[src/verilog/pmc_regs.svh]
`ifndef PMC_REGS_SVH
`define PMC_REGS_SVH

// ****************************************************************
// Register byte offsets
// ****************************************************************
`define PMC_PLL_CTL_OFFSET   12'h000
`define PMC_STATUS_OFFSET    12'h004
`define PMC_BOOT_ADDR_OFFSET 12'h008

// ****************************************************************
// Field positions in the PLL control register
// ****************************************************************
`define PMC_MULT_LSB         0
`define PMC_MULT_W           7
`define PMC_BYPASS_BIT       7
`define PMC_DIVIDE_BIT       8
`define PMC_HALF_SEL_BIT     9
`define PMC_STOP_CORE_BIT    10
`define PMC_STOP_ALL_BIT     11
`define PMC_POWER_DOWN_ALL_BIT_ALL_BIT     12

// ****************************************************************
// Field positions in the status register
// ****************************************************************
`define PMC_ST_STATE_LSB     0
`define PMC_ST_CORE_BIT      4
`define PMC_ST_PERIPH_BIT    5
`define PMC_ST_PLL_BIT       6
`define PMC_ST_BOOTED_BIT    7

// ****************************************************************
// Reset values, timing counts in core clock cycles, and the timer width in bits
// ****************************************************************
`define PMC_PLL_CTL_RESET    13'h0000
`define PMC_BOOT_ADDR        24'hFF0000
`define PMC_LAT_IDLE         2
`define PMC_LAT_CORE         2
`define PMC_LAT_CORE_PERIPH  5
`define PMC_LAT_ALL          500
`define PMC_TIMER_W          10

`endif

[src/verilog/pmc_pkg.sv]
package pmc_pkg;

  typedef enum logic [3:0] {
    ST_INIT,
    ST_BOOT_WAIT,
    ST_RUN,
    ST_IDLE,
    ST_PD_CORE,
    ST_PD_CORE_PERIPH,
    ST_PD_ALL,
    ST_WAKE
  } pmc_state_t;

  typedef struct packed {
    logic       power_down_all_bit_all;
    logic       stop_all;
    logic       stop_core;
    logic       half_sel;
    logic       divide;
    logic       bypass;
    logic [6:0] mult;
  } pll_ctl_t;

  typedef struct packed {
    logic pll;
    logic periph;
    logic core;
  } clk_gate_t;

endpackage

[src/verilog/latency_timer.sv]
`timescale 1ns/100ps
`include "pmc_regs.svh"

module latency_timer #(
  parameter int W = `PMC_TIMER_W
) (
  // Clock and reset
  input  wire logic         i_clock,
  input  wire logic         i_rst_n,
  // Control
  input  wire logic         i_load,
  input  wire logic [W-1:0] i_count,
  // Status
  output logic              o_busy,
  output logic              o_done
);

  logic [W-1:0] cnt_q;
  logic [W-1:0] cnt_d;
  logic         busy_q;
  logic         busy_d;

  // Done marks the last cycle of the wait; the caller acts at the next edge.
  always_comb begin
    cnt_d  = cnt_q;
    busy_d = busy_q;
    if (i_load) begin
      cnt_d  = i_count;
      busy_d = 1'b1;
    end else if (busy_q) begin
      cnt_d = cnt_q - W'(1);
      if (cnt_q == W'(1)) begin
        busy_d = 1'b0;
      end
    end
  end

  always_ff @(posedge i_clock or negedge i_rst_n) begin
    if (!i_rst_n) begin
      cnt_q  <= '0;
      busy_q <= 1'b0;
    end else begin
      cnt_q  <= cnt_d;
      busy_q <= busy_d;
    end
  end

  assign o_busy = busy_q;
  assign o_done = busy_q && (cnt_q == W'(1));

endmodule

[src/verilog/power_mode_clock_reset_ctrl.sv]
// The APB register port and the placing of the registers were chosen for this implementation.
`timescale 1ns/100ps
`include "pmc_regs.svh"

// Summary of operation
// - Idle stops execution, keeps pipeline, core and peripheral clocks run.
// - Interrupt in Idle resumes after two cycles at the next instruction.
// - Core power-down stops core clock, keeps pipeline, PLL, peripheral clock.
// - Sleep with stop-core set and other two clear enters core power-down.
// - Interrupt in core power-down resumes after two cycles.
// - Core/peripheral power-down stops both clocks, PLL runs, pipeline lost.
// - Sleep with stop-all set and power-down-all clear enters that mode.
// - Wake event in core/peripheral power-down resumes after five cycles.
// - Power-down all stops core, peripheral clock and PLL; pipeline lost.
// - Sleep with power-down-all set enters power-down all.
// - Interrupt in power-down all resumes after 500 cycles of PLL settling.
// - Peripheral clock equals core clock or half of it, per select bit.
// - Peripheral clock is driven onto the clock output pin.
// - PLL factor taken from pins at reset, changeable by software later.
// - Master reset empties stacks, masks interrupts, restores register defaults.
// - Reset release without bus request and with boot set jumps to boot ROM.
module power_mode_clock_reset_ctrl
  import pmc_pkg::*;
#(
  parameter int LAT_IDLE        = `PMC_LAT_IDLE,
  parameter int LAT_CORE        = `PMC_LAT_CORE,
  parameter int LAT_CORE_PERIPH = `PMC_LAT_CORE_PERIPH,
  parameter int LAT_ALL         = `PMC_LAT_ALL
) (
  // Clock and reset
  input  wire logic        i_clock,
  input  wire logic        i_rst_n,
  // APB slave
  input  wire logic        i_psel,
  input  wire logic        i_penable,
  input  wire logic        i_pwrite,
  input  wire logic [11:0] i_paddr,
  input  wire logic [31:0] i_pwdata,
  output logic [31:0]      o_prdata,
  output logic             o_pready,
  output logic             o_pslverr,
  // Reset-time straps
  input  wire logic [6:0]  i_multiplier_select_pins,
  input  wire logic        i_bypass_pin,
  input  wire logic        i_divide_frequency_pin,
  input  wire logic        i_boot_enable,
  input  wire logic        i_bus_request,
  // Core handshake
  input  wire logic        i_sleep_exec,
  input  wire logic        i_interrupt,
  input  wire logic        i_wake_event,
  output logic             o_core_halt,
  output logic             o_resume,
  output logic             o_pipeline_flush,
  output logic             o_master_reset,
  output logic             o_boot_start,
  output logic [23:0]      o_boot_addr,
  // Clock control
  output clk_gate_t        o_clk_gate,
  output logic             o_periph_tick,
  output logic             o_clock_output_pin,
  output pll_ctl_t         o_pll_ctl
);

  localparam int TW = `PMC_TIMER_W;

  // ****************************************************************
  // State
  // ****************************************************************
  pmc_state_t  state_q;
  pmc_state_t  state_d;
  pll_ctl_t    pll_q;
  pll_ctl_t    pll_d;
  clk_gate_t   gate_q;
  clk_gate_t   gate_d;
  logic        booted_q;
  logic        booted_d;
  logic        resume_q;
  logic        resume_d;
  logic        flush_q;
  logic        flush_d;
  logic        boot_q;
  logic        boot_d;
  logic [23:0] boot_addr_q;
  logic [23:0] boot_addr_d;
  logic        div_q;
  logic        div_d;
  logic        tick_q;
  logic        tick_d;
  logic [31:0] rdata_q;
  logic [31:0] rdata_d;
  logic        t_load;
  logic [TW-1:0] t_count;
  logic        t_busy;
  logic        t_done;
  logic        setup;
  logic        wr_en;
  logic        addr_ok;

  latency_timer #(
    .W (TW)
  ) u_timer (
    .i_clock (i_clock),
    .i_rst_n (i_rst_n),
    .i_load  (t_load),
    .i_count (t_count),
    .o_busy  (t_busy),
    .o_done  (t_done)
  );

  // ****************************************************************
  // APB decode
  // ****************************************************************
  assign setup   = i_psel && !i_penable;
  assign wr_en   = i_psel && i_penable && i_pwrite;
  assign addr_ok = (i_paddr == `PMC_PLL_CTL_OFFSET) ||
                   (i_paddr == `PMC_STATUS_OFFSET) ||
                   (i_paddr == `PMC_BOOT_ADDR_OFFSET);

  // Zero wait states: read data is captured in the setup cycle.
  assign o_pready  = 1'b1;
  assign o_pslverr = i_psel && i_penable && !addr_ok;

  always_comb begin
    rdata_d = rdata_q;
    if (setup) begin
      rdata_d = '0;
      unique case (i_paddr)
        `PMC_PLL_CTL_OFFSET: begin
          rdata_d[12:0] = pll_q;
        end
        `PMC_STATUS_OFFSET: begin
          rdata_d[`PMC_ST_STATE_LSB +: 4] = state_q;
          rdata_d[`PMC_ST_CORE_BIT]       = gate_q.core;
          rdata_d[`PMC_ST_PERIPH_BIT]     = gate_q.periph;
          rdata_d[`PMC_ST_PLL_BIT]        = gate_q.pll;
          rdata_d[`PMC_ST_BOOTED_BIT]     = booted_q;
        end
        `PMC_BOOT_ADDR_OFFSET: begin
          rdata_d[23:0] = `PMC_BOOT_ADDR;
        end
        default: begin
          rdata_d = '0;
        end
      endcase
    end
  end

  // ****************************************************************
  // Power mode sequencer
  // ****************************************************************
  always_comb begin
    state_d     = state_q;
    pll_d       = pll_q;
    booted_d    = booted_q;
    resume_d    = 1'b0;
    flush_d     = 1'b0;
    boot_d      = 1'b0;
    boot_addr_d = boot_addr_q;
    t_load      = 1'b0;
    t_count     = '0;
    if (wr_en && (i_paddr == `PMC_PLL_CTL_OFFSET) && (state_q != ST_INIT)) begin
      pll_d = pll_ctl_t'(i_pwdata[12:0]);
    end
    unique case (state_q)
      ST_INIT: begin
        // Straps are caught on the first edge after reset release.
        pll_d          = `PMC_PLL_CTL_RESET;
        pll_d.mult     = i_multiplier_select_pins;
        pll_d.bypass   = i_bypass_pin;
        pll_d.divide   = i_divide_frequency_pin;
        state_d        = ST_BOOT_WAIT;
      end
      ST_BOOT_WAIT: begin
        // A pending external bus request delays the hand-off until it drops.
        if (!i_bus_request) begin
          state_d = ST_RUN;
          if (i_boot_enable) begin
            boot_d      = 1'b1;
            boot_addr_d = `PMC_BOOT_ADDR;
            booted_d    = 1'b1;
          end
        end
      end
      ST_RUN: begin
        if (i_sleep_exec) begin
          if (pll_q.power_down_all_bit_all) begin
            state_d = ST_PD_ALL;
            flush_d = 1'b1;
          end else if (pll_q.stop_all) begin
            state_d = ST_PD_CORE_PERIPH;
            flush_d = 1'b1;
          end else if (pll_q.stop_core) begin
            state_d = ST_PD_CORE;
          end else begin
            state_d = ST_IDLE;
          end
        end
      end
      ST_IDLE: begin
        if (i_interrupt) begin
          t_load  = 1'b1;
          t_count = TW'(LAT_IDLE);
          state_d = ST_WAKE;
        end
      end
      ST_PD_CORE: begin
        if (i_interrupt) begin
          t_load  = 1'b1;
          t_count = TW'(LAT_CORE);
          state_d = ST_WAKE;
        end
      end
      ST_PD_CORE_PERIPH: begin
        if (i_wake_event || i_interrupt) begin
          t_load  = 1'b1;
          t_count = TW'(LAT_CORE_PERIPH);
          state_d = ST_WAKE;
        end
      end
      ST_PD_ALL: begin
        if (i_interrupt) begin
          t_load  = 1'b1;
          t_count = TW'(LAT_ALL);
          state_d = ST_WAKE;
        end
      end
      ST_WAKE: begin
        if (t_done) begin
          resume_d = 1'b1;
          state_d  = ST_RUN;
        end
      end
      default: begin
        state_d = ST_INIT;
      end
    endcase
  end

  // ****************************************************************
  // Clock gating and peripheral clock divider
  // ****************************************************************
  always_comb begin
    gate_d = '{pll: 1'b1, periph: 1'b1, core: 1'b1};
    unique case (state_d)
      ST_PD_CORE: begin
        gate_d.core = 1'b0;
      end
      ST_PD_CORE_PERIPH: begin
        gate_d.core   = 1'b0;
        gate_d.periph = 1'b0;
      end
      ST_PD_ALL: begin
        gate_d = '{pll: 1'b0, periph: 1'b0, core: 1'b0};
      end
      ST_WAKE: begin
        // The PLL restarts at once; the core clock returns only on resume.
        gate_d.core = 1'b0;
      end
      default: begin
        gate_d = gate_d;
      end
    endcase
    // The divider phase is held while the peripheral clock is stopped.
    div_d  = gate_d.periph ? ~div_q : div_q;
    tick_d = gate_d.periph && (!pll_d.half_sel || div_q);
  end

  // ****************************************************************
  // Registers
  // ****************************************************************
  always_ff @(posedge i_clock or negedge i_rst_n) begin
    if (!i_rst_n) begin
      state_q     <= ST_INIT;
      pll_q       <= `PMC_PLL_CTL_RESET;
      gate_q      <= '{pll: 1'b1, periph: 1'b0, core: 1'b0};
      booted_q    <= 1'b0;
      resume_q    <= 1'b0;
      flush_q     <= 1'b0;
      boot_q      <= 1'b0;
      boot_addr_q <= '0;
      div_q       <= 1'b0;
      tick_q      <= 1'b0;
      rdata_q     <= '0;
    end else begin
      state_q     <= state_d;
      pll_q       <= pll_d;
      gate_q      <= gate_d;
      booted_q    <= booted_d;
      resume_q    <= resume_d;
      flush_q     <= flush_d;
      boot_q      <= boot_d;
      boot_addr_q <= boot_addr_d;
      div_q       <= div_d;
      tick_q      <= tick_d;
      rdata_q     <= rdata_d;
    end
  end

  // ****************************************************************
  // Outputs
  // ****************************************************************
  assign o_prdata           = rdata_q;
  assign o_pll_ctl          = pll_q;
  assign o_clk_gate         = gate_q;
  assign o_periph_tick      = tick_q;
  assign o_clock_output_pin = tick_q;
  assign o_resume           = resume_q;
  assign o_pipeline_flush   = flush_q;
  assign o_boot_start       = boot_q;
  assign o_boot_addr        = boot_addr_q;
  // Stacks empty and interrupts masked for as long as this is high.
  assign o_master_reset     = (state_q == ST_INIT);
  assign o_core_halt        = (state_q != ST_RUN);

endmodule
[config.mk]
export PLATFORM = sky130hd
export DESIGN_NAME = power_mode_clock_reset_ctrl
export DESIGN_NICKNAME = d
export VERILOG_FILES = /design/src/verilog/pmc_pkg.sv /design/src/verilog/latency_timer.sv /design/src/verilog/power_mode_clock_reset_ctrl.sv
export VERILOG_INCLUDE_DIRS = /design/src /design/src/verilog
export SDC_FILE = /design/constraint.sdc
export NUM_CORES = 1
export LEC_CHECK = 0
export BUFFER_PORTS_ARGS = -buffer_cell sky130_fd_sc_hd__buf_2
export CAP_MARGIN = 10
export CORE_MARGIN = 3
export CORE_UTILIZATION = 45
export CTS_CLUSTER_SIZE = 10
export DETAILED_ROUTE_END_ITERATION = 8
export PLACE_DENSITY = 0.9
export SYNTH_ARGS = -nofsm -noshare
export SYNTH_HDL_FRONTEND = slang
export SYNTH_SLANG_ARGS = --single-unit
[constraint.sdc]
create_clock -name i_clock -period 1.8 [get_ports i_clock]
set_input_delay 0.36 -clock i_clock [delete_from_list [all_inputs] [get_ports i_clock]]
set_output_delay 0.36 -clock i_clock [all_outputs]
set_load 0.02 [all_outputs]
==> metrics.txt <==
# TYPE chip_impl_metric gauge
chip_impl_info{name="run_status",value="finished, violations left"} 1
chip_impl_info{name="violations",value="negative setup slack"} 1
chip_impl_info{name="min_from",value="i_divide_frequency_pin"} 1
chip_impl_info{name="post_synth_main_area_contributors",value="sky130_fd_sc_hd__dfrtp_1 (44%), sky130_fd_sc_hd__buf_4 (12%), sky130_fd_sc_hd__nand2_1 (6.4%), sky130_fd_sc_hd__a22oi_1 (4.5%), sky130_fd_sc_hd__nor2_1 (3.1%)"} 1
chip_impl_metric{name="drv.max_cap_violation_count",unit=""} 0
chip_impl_metric{name="num_vias",unit=""} 2726
chip_impl_metric{name="clk_path_buf_depth",unit=""} 2
chip_impl_metric{name="cts.sinks",unit=""} 51
chip_impl_info{name="cts_root_buf",value="sky130_fd_sc_hd__clkbuf_8"} 1
chip_impl_info{name="critPathTopFamily",value="compound AO/OA/AOI/OAI gates"} 1
chip_impl_metric{name="ys_async_sr_fraction",unit="%"} 100
chip_impl_info{name="crit-reg2reg-capture",value="o_clock_output_pin$_DFF_PN0_"} 1
chip_impl_metric{name="ff2ff_path_depth",unit=""} 8
chip_impl_info{name="clock_tree_from_tritoncts",value="built"} 1
chip_impl_metric{name="netlist.area_leader.share",unit="%"} 43.7
chip_impl_metric{name="drt-total-wl",unit="um"} 8180
chip_impl_metric{name="multi_input_area",unit="um^2"} 1380
chip_impl_metric{name="fin_nets",unit=""} 499
chip_impl_info{name="hp-class",value="in -> reg"} 1
chip_impl_metric{name="detailroute.wirelength.met3",unit="um"} 579
chip_impl_metric{name="gpl.final_weighted_congestion",unit=""} 0.855
chip_impl_metric{name="dpl.hpwl",unit="um"} 5370
chip_impl_metric{name="netlist-cell-type-count",unit=""} 50
chip_impl_metric{name="final.min_clock_period",unit="ps"} 2020
chip_impl_metric{name="maximum_cell_stage_delay_along_the_critical_path",unit="ps"} 450
chip_impl_metric{name="period_share",unit="%"} 112
chip_impl_metric{name="tns",unit="ps"} -421
chip_impl_info{name="synth_top_cells_by_count",value="sky130_fd_sc_hd__dfrtp_1 (50), sky130_fd_sc_hd__nand2_1 (49), sky130_fd_sc_hd__buf_4 (47)"} 1
chip_impl_metric{name="fillerInstances",unit=""} 465
chip_impl_info{name="top_layer",value="met5"} 1
chip_impl_info{name="critical_path.reg2reg.startpoint",value="state_q[1]$_DFF_PN0_"} 1
chip_impl_info{name="worst_hold_path.endpoint",value="o_pll_ctl[8]$_DFFE_PN0P_"} 1
chip_impl_metric{name="area_growth",unit="%"} 32.5
chip_impl_info{name="worst_path_cell_chain",value="buf_6 -> buf_4 -> nand2_4 -> nor2_4 -> nor4_4 -> a211oi_2 -> o21ai_2 -> a21boi_2"} 1
chip_impl_metric{name="vias_per_cell",unit=""} 5.35
chip_impl_metric{name="postLayoutCellArea",unit="um^2"} 3800
chip_impl_metric{name="global_route_wire_length_before_repair",unit="um"} 11500
chip_impl_metric{name="synth_sequential_area_ratio",unit="%"} 44.6
chip_impl_metric{name="final_max_slew_viol_count",unit=""} 0
chip_impl_metric{name="pin_count",unit=""} 144
chip_impl_metric{name="setup.reg_to_reg.worst_slack",unit="ps"} -220
chip_impl_info{name="crit_path_category",value="reg -> reg"} 1
chip_impl_metric{name="detail_route.iter0.violations",unit=""} 257
chip_impl_metric{name="hold_viol_final",unit=""} 0
chip_impl_metric{name="setup_viol",unit=""} 6
chip_impl_metric{name="insertedDiodeCount",unit=""} 0
chip_impl_info{name="critical-path-slowest-cell",value="sky130_fd_sc_hd__dfrtp_2"} 1
chip_impl_metric{name="register_area",unit="um^2"} 1280
chip_impl_metric{name="placed_area",unit="um^2"} 3400
chip_impl_metric{name="timing_worst_slew_pin_value",unit="ps"} 692
chip_impl_metric{name="die_y",unit="um"} 85.8
chip_impl_metric{name="drc_errors",unit=""} 0
chip_impl_metric{name="rows",unit=""} 28
chip_impl_metric{name="grt_overflow_total",unit=""} 0
chip_impl_metric{name="grt_util_all_layers",unit="%"} 19.4
chip_impl_metric{name="detail-route-antenna-nets",unit=""} 0
chip_impl_metric{name="pwr_density_cell",unit="nW/um^2"} 1250
chip_impl_metric{name="met2_length",unit="um"} 4230
chip_impl_metric{name="synth_enable_flop_cells",unit=""} 0
chip_impl_metric{name="core_region_area",unit="um^2"} 6030
chip_impl_metric{name="leakagePower",unit="uW"} 0.00188
chip_impl_info{name="setup.worst_path.end_class",value="flip-flop"} 1
chip_impl_metric{name="initial_core_util",unit="%"} 47.5
chip_impl_metric{name="clock_h_tree_levels",unit=""} 2
chip_impl_metric{name="synth_seq_cells",unit=""} 51
chip_impl_metric{name="path_clk_slew",unit="ps"} 100
chip_impl_metric{name="vdd_ir_drop_max",unit="mV"} 0.678
chip_impl_metric{name="maxSlewHeadroom",unit="%"} 53.8
chip_impl_metric{name="post_synth_instance_area",unit="um^2"} 2870
chip_impl_metric{name="die_area",unit="um^2"} 7360
chip_impl_info{name="crit_path_start_kind",value="flip-flop"} 1
chip_impl_metric{name="synthesis.area_per_instance",unit="um^2"} 9.15
chip_impl_metric{name="clock_latency_of_the_later_clocked_register_in_the_worst_skew_pair",unit="ps"} 310
chip_impl_metric{name="finalWorstSetupSlack",unit="ps"} -216
chip_impl_metric{name="largest_net_degree_at_the_start_of_global_routing",unit=""} 41
chip_impl_metric{name="cp.arrival",unit="ps"} 2240
chip_impl_metric{name="cts_buffers",unit=""} 5
chip_impl_metric{name="drt-wirelength-per-cell",unit="um"} 16.0
chip_impl_metric{name="fmaxAchievable",unit="MHz"} 496
chip_impl_metric{name="die_w",unit="um"} 85.8
chip_impl_info{name="synth_most_common_cell",value="sky130_fd_sc_hd__dfrtp_1"} 1
chip_impl_info{name="rsz_0062_raised_after_global_routing",value="yes"} 1
chip_impl_metric{name="initial_antenna_violation_count",unit=""} 1
chip_impl_metric{name="dr.pass1.iters",unit=""} 5
chip_impl_metric{name="placement.io_buffers",unit=""} 96
chip_impl_metric{name="worst-path-max-fanout",unit=""} 4
chip_impl_metric{name="cp.buffers_inverters",unit=""} 2
chip_impl_metric{name="met1_routed_wirelength_after_detailed_routing",unit="um"} 3110
chip_impl_metric{name="netlist_instances",unit=""} 313
chip_impl_info{name="netlist.top_cell.by_area",value="sky130_fd_sc_hd__dfrtp_1"} 1
chip_impl_metric{name="first_global_vias",unit=""} 2515
chip_impl_metric{name="finClkSkew",unit="ps"} 5.71
chip_impl_metric{name="critical_path_required",unit="ps"} 2030
chip_impl_info{name="ys.flop_type",value="sky130_fd_sc_hd__dfrtp_1"} 1
chip_impl_metric{name="min_path_cells",unit=""} 3
chip_impl_metric{name="synthesis.yosys.warnings",unit=""} 0
chip_impl_metric{name="fraction_of_final_layout_cells_sized_beyond_drive_strength_1",unit="%"} 42.3
where the power goes:
group | switching [uW] | leakage (uW) | internal, uW
sequential | 310 | 0.000641 | 1430
combinational | 1250 | 0.00118 | 934
clock | 397 | 0.0000581 | 415
total | 1960 | 0.00188 | 2780
worst max path at each step:
| stage | start | endpoint | slack, ps | cells past startpoint |
|---|---|---|---|---|
| 3_5_place_dp | i_paddr[1] | o_clock_output_pin$_DFF_PN0_ | -160 | 7 |
| 4_1_cts | state_q[1]$_DFF_PN0_ | o_clock_output_pin$_DFF_PN0_ | 3 | 7 |
| 2_1_floorplan | state_q[0]$_DFF_PN0_ | o_master_reset | 110 | 3 |
| 5_1_grt | state_q[1]$_DFF_PN0_ | o_clock_output_pin$_DFF_PN0_ | -220 | 8 |
| 3_3_place_gp | i_paddr[9] | o_clock_output_pin$_DFF_PN0_ | -90 | 7 |
| 6_report | state_q[1]$_DFF_PN0_ | o_clock_output_pin$_DFF_PN0_ | -220 | 8 |
cell usage in the layout (no fill, tap or decap), types with 8 or more instances in the layout:
cell / count
sky130_fd_sc_hd__a21oi_1: 8
sky130_fd_sc_hd__nor2_1: 22
sky130_fd_sc_hd__nand2_1: 47
sky130_fd_sc_hd__dfrtp_1: 46
sky130_fd_sc_hd__buf_2: 96
sky130_fd_sc_hd__o21ai_1: 14
sky130_fd_sc_hd__conb_1: 29
sky130_fd_sc_hd__buf_4: 39
sky130_fd_sc_hd__buf_6: 8
sky130_fd_sc_hd__a22oi_1: 14
sky130_fd_sc_hd__inv_1: 8
worst register-to-register path, cell delays in order, from the launching register on:
cell                       delay, ps
sky130_fd_sc_hd__dfrtp_2         450
sky130_fd_sc_hd__buf_6           130
sky130_fd_sc_hd__buf_4           140
sky130_fd_sc_hd__nand2_4          80
sky130_fd_sc_hd__nor2_4           50
sky130_fd_sc_hd__nor4_4          430
sky130_fd_sc_hd__a211oi_2        160
sky130_fd_sc_hd__o21ai_2         260
sky130_fd_sc_hd__a21boi_2        240
metrics by stage:
| stage | setup WS [ps] | total power (uW) | instances | utilization [%] | hold slack (ps) |
|---|---|---|---|---|---|
| 2_1_floorplan | 112 | 3030 | 340 | - | 64.4 |
| 3_3_place_gp | -90.0 | 3420 | 487 | 56.4 | 258 |
| 3_5_place_dp | -162 | 3520 | 487 | 56.4 | 265 |
| 4_1_cts | 2.81 | 4440 | 500 | 59.8 | 230 |
| 5_1_grt | -224 | 4980 | 510 | 63.0 | 233 |
| 6_report | -216 | 4740 | 510 | 63.0 | 235 |
area by class of cell:
class / instances / area share, %
multi-input combinational: 223 / 36.5
sequential: 51 / 33.8
timing repair buffer: 145 / 23.5
tap: 75 / 2.47
clock buffer: 5 / 1.81
clock inverter: 3 / 1.15
inverter: 8 / 0.791
layer usage:
metal	global-route usage, %	vias up
met1	22.2	1318
met5	0	-
li1	-	1256
met4	6.62	2
met3	4.80	23
met2	35.1	127
cells by family after synthesis:
group                    synth area share [%]
AO/OA/AOI/OAI                            16.5
XOR/XNOR                                 1.22
buffers and inverters                    15.3
other                                   0.262
adder cells (fa/ha/maj)                 0.873
AND/OR/NAND/NOR                          20.9
multiplexers                            0.349
flip-flops                               44.6
flip-flops by register name, summed over array words and instances, names as in the netlist:
| register | cells |
|---|---|
| o_clk_gate | 3 |
| state_q | 4 |
| o_pll_ctl | 13 |
| o_clock_output_pin | 1 |
| u_timer.cnt_q | 10 |
| booted_q | 1 |
| u_timer.o_busy | 1 |
| o_pipeline_flush | 1 |
| div_q | 1 |
| o_prdata | 14 |
| o_resume | 1 |
| o_boot_start | 1 |
timing repair:
item                       in CTS  in global routing
cloned                          0                  1
resized for setup              12                 29
hold buffers                    1                  0
setup endpoints to repair      14                 22
pin swaps                       4                 12
hold endpoints to repair       11                  0
setup buffers                   4                  9
Power figures use the tool's default switching activity.
